<file path="src/rtl/exec_pkg.sv">
package exec_pkg;
    // ------------------------------------------------------------
    // register byte offsets
    // ------------------------------------------------------------
    localparam logic [7:0] OFF_CMD = 8'h00;
    localparam logic [7:0] OFF_WORK = 8'h04;
    localparam logic [7:0] OFF_STATUS = 8'h08;
    localparam logic [7:0] OFF_DATA_ADDR = 8'h0C;
    localparam logic [7:0] OFF_DATA_VAL = 8'h10;
    localparam logic [7:0] OFF_AUX_ADDR = 8'h14;
    localparam logic [7:0] OFF_AUX_VAL = 8'h18;

    // ------------------------------------------------------------
    // field layout
    // ------------------------------------------------------------
    localparam int CMD_OP_LSB = 0;
    localparam int CMD_DEST_BIT = 2;
    localparam int CMD_ADDR_LSB = 8;
    localparam int CMD_IMM_LSB = 16;
    localparam int ST_CARRY_BIT = 0;
    localparam int ST_NIBBLE_BIT = 1;
    localparam int ST_ZERO_BIT = 2;
    localparam int NIB_CARRY_BIT = 4;
    localparam int BYTE_CARRY_BIT = 8;

    localparam int DATA_DEPTH = 128;
    localparam int AUX_DEPTH = 32;

    // ------------------------------------------------------------
    // reset values and codes
    // ------------------------------------------------------------
    localparam logic [7:0] WORK_RESET = 8'h00;
    localparam logic [6:0] ADDR_RESET = 7'h00;
    localparam logic [4:0] AUX_RESET = 5'h00;
    localparam logic [7:0] ZERO_BYTE = 8'h00;
    localparam logic [31:0] ZERO_WORD = 32'h00000000;
    localparam logic [1:0] RESP_OKAY = 2'h0;
    localparam logic [1:0] RESP_SLVERR = 2'h2;

    typedef enum logic [1:0] {
        OP_ROTATE_RIGHT,
        OP_SUB_BORROW_REG,
        OP_SUB_BORROW_IMM,
        OP_AUX_READ
    } op_t;
endpackage

</file>
<file path="src/rtl/alu_if.sv">
interface alu_if;
    exec_pkg::op_t op;
    logic dest;
    logic [7:0] r_val;
    logic [7:0] imm;
    logic [7:0] work_val;
    logic [7:0] aux_val;
    logic c_in;
    logic dc_in;
    logic z_in;
    logic [7:0] result;
    logic to_data;
    logic c_out;
    logic dc_out;
    logic z_out;

    modport core (
        output op, dest, r_val, imm, work_val, aux_val, c_in, dc_in, z_in,
        input result, to_data, c_out, dc_out, z_out
    );
    modport unit (
        input op, dest, r_val, imm, work_val, aux_val, c_in, dc_in, z_in,
        output result, to_data, c_out, dc_out, z_out
    );
endinterface

</file>
<file path="src/rtl/exec_alu.sv">
module exec_alu (
    alu_if.unit bus
);
    logic [8:0] sum9;
    logic [4:0] sum5;
    logic [7:0] left;

    // ------------------------------------------------------------
    // borrow arithmetic
    // ------------------------------------------------------------
    always_comb begin
        left = (bus.op == exec_pkg::OP_SUB_BORROW_IMM) ? bus.imm : bus.r_val;
        sum9 = {1'b0, left} + {1'b0, ~bus.work_val} + {8'h00, bus.c_in}; // RQ4 RQ6
        sum5 = {1'b0, left[3:0]} + {1'b0, ~bus.work_val[3:0]} + {4'h0, bus.c_in}; // RQ9
    end

    // ------------------------------------------------------------
    // result and flag selection
    // ------------------------------------------------------------
    always_comb begin
        bus.result = bus.r_val;
        bus.to_data = 1'b0;
        bus.c_out = bus.c_in;
        bus.dc_out = bus.dc_in;
        bus.z_out = bus.z_in;
        unique case (bus.op)
            exec_pkg::OP_ROTATE_RIGHT: begin
                bus.result = {bus.c_in, bus.r_val[7:1]}; // RQ1
                bus.c_out = bus.r_val[0]; // RQ3
                bus.to_data = bus.dest; // RQ2
            end
            exec_pkg::OP_SUB_BORROW_REG: begin
                bus.result = sum9[7:0]; // RQ4
                bus.c_out = sum9[exec_pkg::BYTE_CARRY_BIT]; // RQ5
                bus.dc_out = sum5[exec_pkg::NIB_CARRY_BIT]; // RQ9
                bus.z_out = (sum9[7:0] == exec_pkg::ZERO_BYTE); // RQ5
                bus.to_data = bus.dest; // RQ2
            end
            exec_pkg::OP_SUB_BORROW_IMM: begin
                bus.result = sum9[7:0]; // RQ6
                bus.c_out = sum9[exec_pkg::BYTE_CARRY_BIT]; // RQ7
                bus.dc_out = sum5[exec_pkg::NIB_CARRY_BIT]; // RQ9
                bus.z_out = (sum9[7:0] == exec_pkg::ZERO_BYTE); // RQ7
            end
            exec_pkg::OP_AUX_READ: begin
                bus.result = bus.aux_val; // RQ8
            end
        endcase
    end
endmodule

</file>
<file path="src/rtl/exec_core.sv">
// How it works
// (RQ1) rotate right: carry into bit 7
// (RQ2) dest 0 to working, 1 to data
// (RQ3) old bit 0 to carry, only carry
// (RQ4) data plus inverted working plus carry
// (RQ5) carry means no borrow; zero flag
// (RQ6) immediate borrow-subtract always into working
// (RQ7) immediate form updates zero, nibble, carry
// (RQ8) aux page read into working, flags kept
// (RQ9) nibble carry is bit 3 carry-out
module exec_core (
    input wire logic SYS_CLK,
    input wire logic RST,
    input wire logic CE,
    input wire logic [7:0] AWADDR,
    input wire logic AWVALID,
    output logic AWREADY,
    input wire logic [31:0] WDATA,
    input wire logic [3:0] WSTRB,
    input wire logic WVALID,
    output logic WREADY,
    output logic [1:0] BRESP,
    output logic BVALID,
    input wire logic BREADY,
    input wire logic [7:0] ARADDR,
    input wire logic ARVALID,
    output logic ARREADY,
    output logic [31:0] RDATA,
    output logic [1:0] RRESP,
    output logic RVALID,
    input wire logic RREADY
);
    logic [7:0] data_mem [exec_pkg::DATA_DEPTH];
    logic [7:0] aux_mem [exec_pkg::AUX_DEPTH];
    logic [7:0] work_reg;
    logic carry_reg;
    logic nibble_carry_flag_reg;
    logic zero_reg;
    logic [6:0] data_addr_reg;
    logic [4:0] aux_addr_reg;
    logic [7:0] aw_addr_reg;
    logic aw_have_reg;
    logic [31:0] w_data_reg;
    logic [3:0] w_strb_reg;
    logic w_have_reg;
    logic wr_fire;
    logic wr_mapped;
    logic [31:0] wr_word;
    logic [6:0] cmd_addr;
    logic [31:0] rd_next;
    logic rd_mapped;
    logic do_cmd;

    alu_if alu_bus ();

    exec_alu alu_inst (
        .bus(alu_bus.unit)
    );

    // ------------------------------------------------------------
    // write channel capture
    // ------------------------------------------------------------
    assign wr_fire = aw_have_reg && w_have_reg && !BVALID;

    always_ff @(posedge SYS_CLK or posedge RST) begin
        if (RST) begin
            AWREADY <= 1'b1;
            aw_have_reg <= 1'b0;
            aw_addr_reg <= exec_pkg::ZERO_BYTE;
        end else if (CE) begin
            if (AWVALID && AWREADY) begin
                AWREADY <= 1'b0;
                aw_have_reg <= 1'b1;
                aw_addr_reg <= AWADDR;
            end else if (wr_fire) begin
                aw_have_reg <= 1'b0;
            end else if (BVALID && BREADY) begin
                AWREADY <= 1'b1;
            end
        end
    end

    always_ff @(posedge SYS_CLK or posedge RST) begin
        if (RST) begin
            WREADY <= 1'b1;
            w_have_reg <= 1'b0;
            w_data_reg <= exec_pkg::ZERO_WORD;
            w_strb_reg <= 4'h0;
        end else if (CE) begin
            if (WVALID && WREADY) begin
                WREADY <= 1'b0;
                w_have_reg <= 1'b1;
                w_data_reg <= WDATA;
                w_strb_reg <= WSTRB;
            end else if (wr_fire) begin
                w_have_reg <= 1'b0;
            end else if (BVALID && BREADY) begin
                WREADY <= 1'b1;
            end
        end
    end

    // ------------------------------------------------------------
    // write decode
    // ------------------------------------------------------------
    always_comb begin
        for (int i = 0; i < 4; i++) begin
            wr_word[i*8 +: 8] = w_strb_reg[i] ? w_data_reg[i*8 +: 8] : exec_pkg::ZERO_BYTE;
        end
        unique case (aw_addr_reg)
            exec_pkg::OFF_CMD, exec_pkg::OFF_WORK, exec_pkg::OFF_STATUS, exec_pkg::OFF_DATA_ADDR,
            exec_pkg::OFF_DATA_VAL, exec_pkg::OFF_AUX_ADDR, exec_pkg::OFF_AUX_VAL: wr_mapped = 1'b1;
            default: wr_mapped = 1'b0;
        endcase
    end

    assign do_cmd = wr_fire && (aw_addr_reg == exec_pkg::OFF_CMD) && w_strb_reg[0];
    assign cmd_addr = wr_word[exec_pkg::CMD_ADDR_LSB +: 7];

    // ------------------------------------------------------------
    // operands to the execution unit
    // ------------------------------------------------------------
    assign alu_bus.op = exec_pkg::op_t'(wr_word[exec_pkg::CMD_OP_LSB +: 2]);
    assign alu_bus.dest = wr_word[exec_pkg::CMD_DEST_BIT];
    assign alu_bus.r_val = data_mem[cmd_addr];
    assign alu_bus.imm = wr_word[exec_pkg::CMD_IMM_LSB +: 8];
    assign alu_bus.work_val = work_reg;
    assign alu_bus.aux_val = aux_mem[cmd_addr[4:0]];
    assign alu_bus.c_in = carry_reg;
    assign alu_bus.dc_in = nibble_carry_flag_reg;
    assign alu_bus.z_in = zero_reg;

    // ------------------------------------------------------------
    // write response
    // ------------------------------------------------------------
    always_ff @(posedge SYS_CLK or posedge RST) begin
        if (RST) begin
            BVALID <= 1'b0;
            BRESP <= exec_pkg::RESP_OKAY;
        end else if (CE) begin
            if (wr_fire) begin
                BVALID <= 1'b1;
                BRESP <= wr_mapped ? exec_pkg::RESP_OKAY : exec_pkg::RESP_SLVERR;
            end else if (BVALID && BREADY) begin
                BVALID <= 1'b0;
            end
        end
    end

    // ------------------------------------------------------------
    // working register and status flags
    // ------------------------------------------------------------
    always_ff @(posedge SYS_CLK or posedge RST) begin
        if (RST) begin
            work_reg <= exec_pkg::WORK_RESET;
        end else if (CE) begin
            if (do_cmd && !alu_bus.to_data) begin
                work_reg <= alu_bus.result; // RQ2 RQ6 RQ8
            end else if (wr_fire && aw_addr_reg == exec_pkg::OFF_WORK && w_strb_reg[0]) begin
                work_reg <= w_data_reg[7:0];
            end
        end
    end

    always_ff @(posedge SYS_CLK or posedge RST) begin
        if (RST) begin
            carry_reg <= 1'b0;
            nibble_carry_flag_reg <= 1'b0;
            zero_reg <= 1'b0;
        end else if (CE) begin
            if (do_cmd) begin
                carry_reg <= alu_bus.c_out; // RQ3 RQ5 RQ7
                nibble_carry_flag_reg <= alu_bus.dc_out; // RQ9
                zero_reg <= alu_bus.z_out; // RQ5 RQ7
            end else if (wr_fire && aw_addr_reg == exec_pkg::OFF_STATUS && w_strb_reg[0]) begin
                carry_reg <= w_data_reg[exec_pkg::ST_CARRY_BIT];
                nibble_carry_flag_reg <= w_data_reg[exec_pkg::ST_NIBBLE_BIT];
                zero_reg <= w_data_reg[exec_pkg::ST_ZERO_BIT];
            end
        end
    end

    // ------------------------------------------------------------
    // window address registers
    // ------------------------------------------------------------
    always_ff @(posedge SYS_CLK or posedge RST) begin
        if (RST) begin
            data_addr_reg <= exec_pkg::ADDR_RESET;
            aux_addr_reg <= exec_pkg::AUX_RESET;
        end else if (CE && wr_fire && w_strb_reg[0]) begin
            if (aw_addr_reg == exec_pkg::OFF_DATA_ADDR) begin
                data_addr_reg <= w_data_reg[6:0];
            end
            if (aw_addr_reg == exec_pkg::OFF_AUX_ADDR) begin
                aux_addr_reg <= w_data_reg[4:0];
            end
        end
    end

    // ------------------------------------------------------------
    // data and auxiliary memories
    // ------------------------------------------------------------
    always_ff @(posedge SYS_CLK) begin
        if (CE) begin
            if (do_cmd && alu_bus.to_data) begin
                data_mem[cmd_addr] <= alu_bus.result; // RQ2
            end else if (wr_fire && aw_addr_reg == exec_pkg::OFF_DATA_VAL && w_strb_reg[0]) begin
                data_mem[data_addr_reg] <= w_data_reg[7:0];
            end
        end
    end

    always_ff @(posedge SYS_CLK) begin
        if (CE && wr_fire && aw_addr_reg == exec_pkg::OFF_AUX_VAL && w_strb_reg[0]) begin
            aux_mem[aux_addr_reg] <= w_data_reg[7:0];
        end
    end

    // ------------------------------------------------------------
    // read path
    // ------------------------------------------------------------
    always_comb begin
        rd_next = exec_pkg::ZERO_WORD;
        rd_mapped = 1'b1;
        unique case (ARADDR)
            exec_pkg::OFF_CMD: rd_next = exec_pkg::ZERO_WORD;
            exec_pkg::OFF_WORK: rd_next[7:0] = work_reg;
            exec_pkg::OFF_STATUS: begin
                rd_next[exec_pkg::ST_CARRY_BIT] = carry_reg;
                rd_next[exec_pkg::ST_NIBBLE_BIT] = nibble_carry_flag_reg;
                rd_next[exec_pkg::ST_ZERO_BIT] = zero_reg;
            end
            exec_pkg::OFF_DATA_ADDR: rd_next[6:0] = data_addr_reg;
            exec_pkg::OFF_DATA_VAL: rd_next[7:0] = data_mem[data_addr_reg];
            exec_pkg::OFF_AUX_ADDR: rd_next[4:0] = aux_addr_reg;
            exec_pkg::OFF_AUX_VAL: rd_next[7:0] = aux_mem[aux_addr_reg];
            default: rd_mapped = 1'b0;
        endcase
    end

    always_ff @(posedge SYS_CLK or posedge RST) begin
        if (RST) begin
            ARREADY <= 1'b1;
            RVALID <= 1'b0;
            RDATA <= exec_pkg::ZERO_WORD;
            RRESP <= exec_pkg::RESP_OKAY;
        end else if (CE) begin
            if (ARVALID && ARREADY) begin
                ARREADY <= 1'b0;
                RVALID <= 1'b1;
                RDATA <= rd_next;
                RRESP <= rd_mapped ? exec_pkg::RESP_OKAY : exec_pkg::RESP_SLVERR;
            end else if (RVALID && RREADY) begin
                RVALID <= 1'b0;
                ARREADY <= 1'b1;
            end
        end
    end
endmodule

</file>
<file path="config.mk">
export PLATFORM = sky130hd
export DESIGN_NAME = exec_core
export DESIGN_NICKNAME = d
export VERILOG_FILES = /design/src/rtl/exec_pkg.sv /design/src/rtl/alu_if.sv /design/src/rtl/exec_alu.sv /design/src/rtl/exec_core.sv
export SDC_FILE = /design/constraint.sdc
export NUM_CORES = 2
export LEC_CHECK = 0
export BUFFER_PORTS_ARGS = -buffer_cell sky130_fd_sc_hd__buf_2
export CORE_ASPECT_RATIO = 1.4
export CORE_UTILIZATION = 40
export DETAILED_ROUTE_END_ITERATION = 7
export SLEW_MARGIN = 20
export SYNTH_ARGS = -nofsm -noshare
export SYNTH_HDL_FRONTEND = slang
export SYNTH_SLANG_ARGS = --single-unit
</file>
<file path="constraint.sdc">
create_clock -name SYS_CLK -period 21.5 [get_ports SYS_CLK]
set_input_delay 1.075 -clock SYS_CLK [delete_from_list [all_inputs] [get_ports SYS_CLK]]
set_output_delay 1.075 -clock SYS_CLK [all_outputs]
set_load 0.03 [all_outputs]
</file>
; ---- After elaboration in Yosys (flattened, before gate mapping)
; Memories as Yosys holds them, arrays and structs flattened.
; Cells that the tools add are included.
[classes]
n_mux = 50
bitwise = 2
reduce_logical = 55
eq_ne = 19
addsub = 4
[op_table]
columns = cell, n
row1 = == test 8 x 5 -> 1 bit (second input constant), 6
row2 = two-way mux 8 bit, 5
row3 = two-way mux 1 bit, 34
row4 = == test 8 x 4 -> 1 bit (second input constant), 4
row5 = logical NOT 8 bit, 3
row6 = one-hot mux 8 bit (3 select lines), 1
row7 = AND reduction 2 bit, 11
row8 = logical AND 1 bit, 21
row9 = one-hot mux 3 bit (6 select lines), 1
row10 = == test 8 x 3 -> 1 bit (second input constant), 2
row11 = nonzero test 2 bit, 8
row12 = two-way mux 7 bit, 2
row13 = OR reduction 7 bit, 2
row14 = AND reduction 3 bit, 4
row15 = one-hot mux 2 bit (5 select lines), 1
row16 = adder 8 x 8 -> 9 bit, 1
row17 = adder 9 x 1 -> 9 bit, 1
row18 = NOT 8 bit, 1
row19 = one-hot mux 2 bit (4 select lines), 1
row20 = OR reduction 8 bit, 1
row21 = adder 4 x 4 -> 5 bit, 1
row22 = adder 5 x 1 -> 5 bit, 1
row23 = == test 2 bit (second input constant), 2
row24 = two-way mux 2 bit, 2
row25 = 11 further kinds, 14
[word_totals]
input_bits = 60
reg_bits = 77
mem_bits_rw = 1280
n_memories = 2
wordCells = 151
[memory_table]
columns = name, depth, width, read_ports, rd_ports_with_merged_regs, write_ports, line_no
row1 = data_mem, 128, 8, 2, 0, 1, exec_core.sv:33  ; logic [7:0] data_mem [exec_pkg::DATA_DEPTH];
row2 = aux_mem, 32, 8, 2, 0, 1, exec_core.sv:34  ; logic [7:0] aux_mem [exec_pkg::AUX_DEPTH];

; ---- Longest topological paths before layout
[depth]
depth_word = 10
ltp_mapped = 22

; ---- Modules after synthesis
; Synthesis repeated with hierarchy kept, for this count alone.
[hier_totals]
cells_unflattened = 4185
area_unflattened_um2 = 66562.6
[by_module_without_submodules]
columns = mod, seq_area_each_um2, n_inst, cells_each, area_per_inst_um2
row1 = exec_core, 40292.4, 1, 4081, 65815.6
row2 = exec_alu, 0.0, 1, 104, 747.0

; ---- Worst setup path before layout
; Ideal clock, no wire load.
[synth_timing]
kind = reg-to-reg
start = register w_data_reg[10]
end = memory data_mem[0][4] (data pin)
path_buffers = 4
required_ns = 20.272
t_arrival_ns = 9.087
slack_ns = 11.185
setup_ns = 1.228
stages_incl_launch_ff = 21
path_cell_list = dfrtp_1 -> buf_2 -> buf_1 -> nand2_1 -> clkbuf_1 -> clkbuf_1 -> nand2_1 -> a32oi_1 -> o21ai_0 -> a31oi_1 -> nand4_1 -> nor3_1 -> a21oi_1 -> fa_1 -> fa_1 -> nor2b_1 -> o21a_1 -> or2_2 -> xor2_1 -> a211oi_1 -> o31ai_1
[synth_between]
elab_chain_cells = 7
[synth_lines]
columns = item, line_no
row1 = "start, declared", exec_core.sv:43  ; logic [31:0] w_data_reg;
row2 = "start signal, assigned", exec_core.sv:87  ; w_data_reg <= exec_pkg::ZERO_WORD;
row3 = two-way mux 7 bit *, exec_core.sv:108  ; wr_word[i*8 +: 8] = w_strb_reg[i] ? w_data_reg[i*8 +: 8] : exec_pkg::ZERO_BYTE;
row4 = memory (128 x 8 bit), n/a
row5 = two-way mux 8 bit, exec_alu.sv:12  ; left = (bus.op == exec_pkg::OP_SUB_BORROW_IMM) ? bus.imm : bus.r_val;
row6 = adder 8 x 8 -> 9 bit, exec_alu.sv:13  ; sum9 = {1'b0, left} + {1'b0, ~bus.work_val} + {8'h00, bus.c_in};
row7 = adder 9 x 1 -> 9 bit, exec_alu.sv:13
row8 = one-hot mux 8 bit (3 select lines) *, exec_alu.sv:26  ; unique case (bus.op)
row9 = two-way mux 8 bit (no source line) *, n/a
row10 = "end, declared", exec_core.sv:33
; Mark *: on every way between the ends. The rest lies on a longest branch, timed or not.

; ---- Worst setup path in the final report
[layout_timing]
start = register w_data_reg[8]
end = memory data_mem[72][6] (data pin)
; Same word-level chain as after synthesis.

==> impl_table.tex <==
\begin{tabular}{lr}
\hline
Metric & Value \\
\hline
\multicolumn{2}{l}{\textbf{Timing}} \\
\quad Worst slew slack as a fraction of its limit & 13.2\% \\
\quad Unrepaired setup endpoints after global routing & false \\
\quad Slew at the pin closest to its max-slew limit & approximately 1300 ps \\
\quad Final-report setup violation count & 0 \\
\quad Final setup TNS & 0 ps \\
\quad Share of the cycle needed by the critical path after routing & 43.4\% \\
\quad Final setup skew & 26.8 ps \\
\quad Clock period minus worst slack & around 9300 ps \\
\quad Highest clock rate & $\sim$0.11 GHz \\
\quad Final Max Tran Viols & 0 \\
\quad Hold Vio Cnt, Final & 0 \\
\multicolumn{2}{l}{\textbf{Yosys}} \\
\quad Largest family of logic cells by synthesized area & multiplexers \\
\quad Proportion of synthesized area in mux cells & 21.7\% \\
\quad Avg Inst Size Synth & 15.8 µm² \\
\quad Share of flip-flops with an asynchronous set or reset & between 5 and 6\% \\
\quad Post-synth EDFFs & around 1,300 \\
\quad Largest cells by area after synthesis & sky130\_fd\_sc\_hd\_\_edfxtp\_1, sky130\_fd\_sc\_hd\_\_mux4\_2, sky130\_fd\_sc\_hd\_\_mux2i\_1 \\
\quad Share of Yosys cell area claimed by the top area cell type & between 50\% and 60\% \\
\quad Complex-gate fraction of the synthesized area & between 8 and 9\% \\
\quad Unique masters post-synth & 89 \\
\quad Number of storage elements in the synthesis netlist & 1,354 \\
\quad Synthesized area & around 0.065 mm² \\
\quad XOR/XNOR share of the synthesized area & less than 1\% \\
\quad Instance count of the mapped netlist & about 4,100 \\
\quad Post-synthesis simple-gate area fraction & slightly below 5\% \\
\quad Share of synthesized area occupied by flip-flops and latches & about three fifths \\
\quad Synth area leader & sky130\_fd\_sc\_hd\_\_edfxtp\_1 \\
\quad Top\_reg\_cell synth & sky130\_fd\_sc\_hd\_\_edfxtp\_1 \\
\quad Yosys Warn Count & 0 \\
\quad Adder-cell area share of the yosys netlist & less than 1\% \\
\multicolumn{2}{l}{\textbf{Pwr}} \\
\quad Internal power contribution & between 4 and 5 mW \\
\quad Total net switching power & about 1.1 mW \\
\quad Part of the power in registers & 53.6\% \\
\quad Largest voltage drop on the vdd net & around 0.074 mV \\
\quad Share of total power in combinational logic & less than 1\% \\
\quad Clock network power share & between 40\% and 50\% \\
\quad Sw frac & between 20\% and 30\% \\
\quad Cell Pwr Density & between 70 and 80 mW/mm² \\
\quad Static leakage & $\sim$20 nW \\
\multicolumn{2}{l}{\textbf{Worst setup path}} \\
\quad Worst reg-to-reg path cell count & 21 \\
\quad Crit path top cell by count & sky130\_fd\_sc\_hd\_\_buf\_4 \\
\quad Launching element of the worst setup path & w\_data\_reg[8]\$\_DFFE\_PP0P\_ \\
\quad CP cell instances & buf\_4, nor2b\_4, buf\_4, a221oi\_1, a21oi\_1, o32a\_1, o22ai\_1, nor4\_1, nor2\_1, a31oi\_1, fa\_1, nor2b\_1, o21a\_1, o21ai\_0, a21oi\_1, a211oi\_1, a211o\_1, nand2\_1, o21ai\_4, buf\_4, buf\_4 \\
\quad Stages on worst setup path & 21 \\
\quad Crit. End Element & register \\
\quad Bufs and invs on worst path & 4 \\
\quad R2R Path Start & w\_data\_reg[8]\$\_DFFE\_PP0P\_ \\
\quad End of the worst register-to-register path & data\_mem[72][6]\$\_DFFE\_PP\_ \\
\quad Required time of the critical path & roughly 22,000 ps \\
\quad Slowest cell on the critical path & sky130\_fd\_sc\_hd\_\_nor4\_1 \\
\quad Crit path launch type & register \\
\quad Biggest fanout along the worst timing path & 80 \\
\quad Largest stage delay, worst path & between 800 and 900 ps \\
\quad Family with the most delay on the worst path & compound AO/OA/AOI/OAI gates \\
\quad Worst reg2reg setup slack & approximately 12,000 ps \\
\quad Crit path capture & data\_mem[72][6]\$\_DFFE\_PP\_ \\
\quad Crit path arrival time & about 9800 ps \\
\quad Critical path start-end classification & reg2reg \\
\multicolumn{2}{l}{\textbf{CTS}} \\
\quad Hold-fix buffers at CTS & 0 \\
\quad Number of buffers created by CTS & $\sim$140 \\
\quad Root buffer cell & sky130\_fd\_sc\_hd\_\_clkbuf\_16 \\
\quad Buffer levels on the longest clock path & 3 \\
\quad Clock sink total & roughly 1,400 \\
\quad Clock slew at reported path FFs & around 60 ps \\
\quad CTS tree & built \\
\quad Total number of H-tree levels & 4 \\
\quad Post-CTS Setup Repair Bufs & 0 \\
\quad Total of cells resized after clock tree synthesis & 0 \\
\quad Insertion delay to the later sink of the worst-skew pair & roughly 800 ps \\
\multicolumn{2}{l}{\textbf{Worst hold path}} \\
\quad Hold path start & BRESP[1]\$\_DFFE\_PP0P\_ \\
\quad Type of the worst min-delay path & reg2reg \\
\multicolumn{2}{l}{\textbf{Floorplanning}} \\
\quad Die outline area & roughly 0.17 mm² \\
\quad CORE AREA & around 0.16 mm² \\
\quad Total I/O pin count & $\sim$100 \\
\quad Effective utilization at floorplan & 40.3\% \\
\quad Site Rows & approximately 180 \\
\quad X dimension of the die & $\sim$340 µm \\
\quad Height of the die & 480 µm \\
\multicolumn{2}{l}{\textbf{Placed design}} \\
\quad Number of port buffers & 64 \\
\quad Final Wtd Congestion & roughly 0.99 \\
\quad Post-detail-place hpwl & about 150,000 µm \\
\quad DP Area & slightly below 0.07 mm² \\
\multicolumn{2}{l}{\textbf{GRT}} \\
\quad Antenna violations before repair & 3 \\
\quad Vias in the first global route & $\sim$42,000 \\
\quad Global-route usage over all layers & between 20\% and 30\% \\
\quad First-pass GRT wire length & between 300,000 and 400,000 µm \\
\quad Maximum number of pins on one net before global-route repair & 142 \\
\quad Sum of overflow across all layers after global routing & 0 \\
\multicolumn{2}{l}{\textbf{Routing}} \\
\quad Via-per-instance ratio & $\sim$6.6 \\
\quad Overall via count from detail\_route & approximately 42,000 \\
\quad Count of routing violations after the opening detailed-route iteration & roughly 5,000 \\
\quad Remaining number of nets flagged by the antenna check after routing & 0 \\
\quad DRC errors left & 0 \\
\quad Drt pass-1 iters & 6 \\
\quad Wire length per cell after detailed routing & roughly 35 µm \\
\quad Routed wire length & 227,000 µm \\
\multicolumn{2}{l}{\textbf{Status}} \\
\quad Result of the run & completed \\
\multicolumn{2}{l}{\textbf{Layout}} \\
\quad Filler cells & 14,099 \\
\quad Final design utilization & between 40\% and 50\% \\
\quad Finished layout cell area & 0.0727 mm² \\
\quad Fraction of layout instances using a drive strength above 1 & between 20 and 30\% \\
\quad Number of flip-flops in the largest register & between 1,000 and 1,500 \\
\quad Area overhead of the layout relative to synthesis & 11.2\% \\
\quad \# nets final & $\sim$4,200 \\
\multicolumn{2}{l}{\textbf{Flow run}} \\
\quad Number of maximum-capacitance constraint violations & 0 \\
\hline
\end{tabular}
kinds of logic after synthesis:
kind of cell / count (synthesis)
multiplexers: 878
other: 1
flip-flops: 1354
XOR/XNOR: 4
adder cells (fa/ha/maj): 12
AO/OA/AOI/OAI: 822
buffers and inverters: 383
AND/OR/NAND/NOR: 691
layout by cell type (no fill, tap or decap), types with 10 or more instances in the layout:
cell	instances
sky130_fd_sc_hd__a211oi_1	32
sky130_fd_sc_hd__a21oi_1	190
sky130_fd_sc_hd__a221o_1	13
sky130_fd_sc_hd__a221oi_1	130
sky130_fd_sc_hd__a22o_1	14
sky130_fd_sc_hd__a22oi_1	31
sky130_fd_sc_hd__a31oi_1	19
sky130_fd_sc_hd__and2_1	11
sky130_fd_sc_hd__and3_1	15
sky130_fd_sc_hd__buf_2	64
sky130_fd_sc_hd__buf_4	141
sky130_fd_sc_hd__bufinv_16	14
sky130_fd_sc_hd__clkbuf_1	26
sky130_fd_sc_hd__clkbuf_16	142
sky130_fd_sc_hd__clkinv_1	26
sky130_fd_sc_hd__clkinv_2	20
sky130_fd_sc_hd__conb_1	26
sky130_fd_sc_hd__dfrtp_1	61
sky130_fd_sc_hd__edfxtp_1	1280
sky130_fd_sc_hd__ha_1	10
sky130_fd_sc_hd__inv_1	26
sky130_fd_sc_hd__mux2_2	195
sky130_fd_sc_hd__mux2i_1	269
sky130_fd_sc_hd__mux4_2	413
sky130_fd_sc_hd__nand2_1	237
sky130_fd_sc_hd__nand2b_1	20
sky130_fd_sc_hd__nand3_1	33
sky130_fd_sc_hd__nand3b_1	10
sky130_fd_sc_hd__nor2_1	220
sky130_fd_sc_hd__nor2_2	17
sky130_fd_sc_hd__nor2b_1	19
sky130_fd_sc_hd__nor3_1	26
sky130_fd_sc_hd__nor3b_1	11
sky130_fd_sc_hd__o211ai_1	13
sky130_fd_sc_hd__o21a_1	10
sky130_fd_sc_hd__o21ai_0	112
sky130_fd_sc_hd__o221ai_1	22
sky130_fd_sc_hd__o22ai_1	100
sky130_fd_sc_hd__o31ai_1	10
sky130_fd_sc_hd__o32a_1	40
synthesized netlist by cell type, drive strengths merged, types with 6 or more instances:
library cell / number
nand2b: 20
nand2: 241
a31oi: 19
and2: 14
a21oi: 191
or3: 9
a221oi: 130
edfxtp: 1280
buf: 199
nand3: 42
o21a: 10
o211ai: 13
a2111oi: 6
mux4: 413
o32a: 40
nor3b: 13
nor4: 9
nand3b: 11
and3: 15
nor2b: 21
clkbuf: 155
a211oi: 32
o21ai: 123
o31ai: 16
mux2: 196
nor2: 239
a22o: 14
o22ai: 101
nor3: 26
or2: 7
ha: 10
dfrtp: 71
nand4: 9
a221o: 13
a22oi: 31
mux2i: 269
a311oi: 8
o221ai: 22
inv: 28
worst min path at each step:
stage                                      end  slack [ps]  depth (start not counted)
finish                    BRESP[1]$_DFFE_PP0P_         490                          2
global route        w_data_reg[22]$_DFFE_PP0P_         510                          2
CTS                 aw_addr_reg[1]$_DFFE_PP0P_         480                          2
detailed placement        BRESP[1]$_DFFE_PP0P_         480                          2
global placement          BRESP[1]$_DFFE_PP0P_         470                          2
floorplan              aw_have_reg$_DFFE_PP0P_         470                          2
per-layer routing:
| metal | vias up | global-route usage [%] | wire length [µm] |
|---|---|---|---|
| met3 | 732 | 5.42 | 19800 |
| li1 | 17060 | - | - |
| met5 | - | 0 | 12 |
| met1 | 21753 | 30.8 | 75200 |
| met2 | 2549 | 45.7 | 112000 |
| met4 | 2 | 20.4 | 19600 |
power groups by stage:
stage | sequential [mW] | clock (mW) | combinational (mW)
final | 2.84 | 2.44 | 0.0162
after global routing | 2.84 | 2.55 | 0.0176
after CTS | 2.84 | 2.46 | 0.0162
after detailed placement | 2.90 | 0 | 0.0162
after global placement | 2.90 | 0 | 0.0161
after floorplan | 2.90 | 0 | 0.0129
metrics by stage:
step | cells | hold slack (ps) | power (mW) | worst slack [ps]
after floorplan | 4170 | 470 | 2.91 | 11180
after global placement | 6149 | 474 | 2.91 | 12500
after detailed placement | 6149 | 479 | 2.91 | 12470
after CTS | 6396 | 479 | 5.31 | 12450
after global routing | 6399 | 513 | 5.40 | 12120
final | 6401 | 493 | 5.30 | 12160
cell type report:
cell class | instances | area [µm²] | area share, %
Sequential cell | 1354 | 40300 | 55.5
Multi-Input combinational cell | 2433 | 23600 | 32.5
Clock buffer | 171 | 3690 | 5.08
Tap cell | 2124 | 2660 | 3.66
Timing Repair Buffer | 210 | 1480 | 2.03
Clock inverter | 76 | 788 | 1.08
Inverter | 29 | 113 | 0.155
Antenna cell | 4 | 10.0 | 0.0138
worst min-delay path: stages, from the launching register on:
cell and delay, ps:
sky130_fd_sc_hd__dfrtp_1 350, sky130_fd_sc_hd__nand2_1 50, sky130_fd_sc_hd__o21ai_0 60
Note: power is estimated with default switching activity, not from simulation.
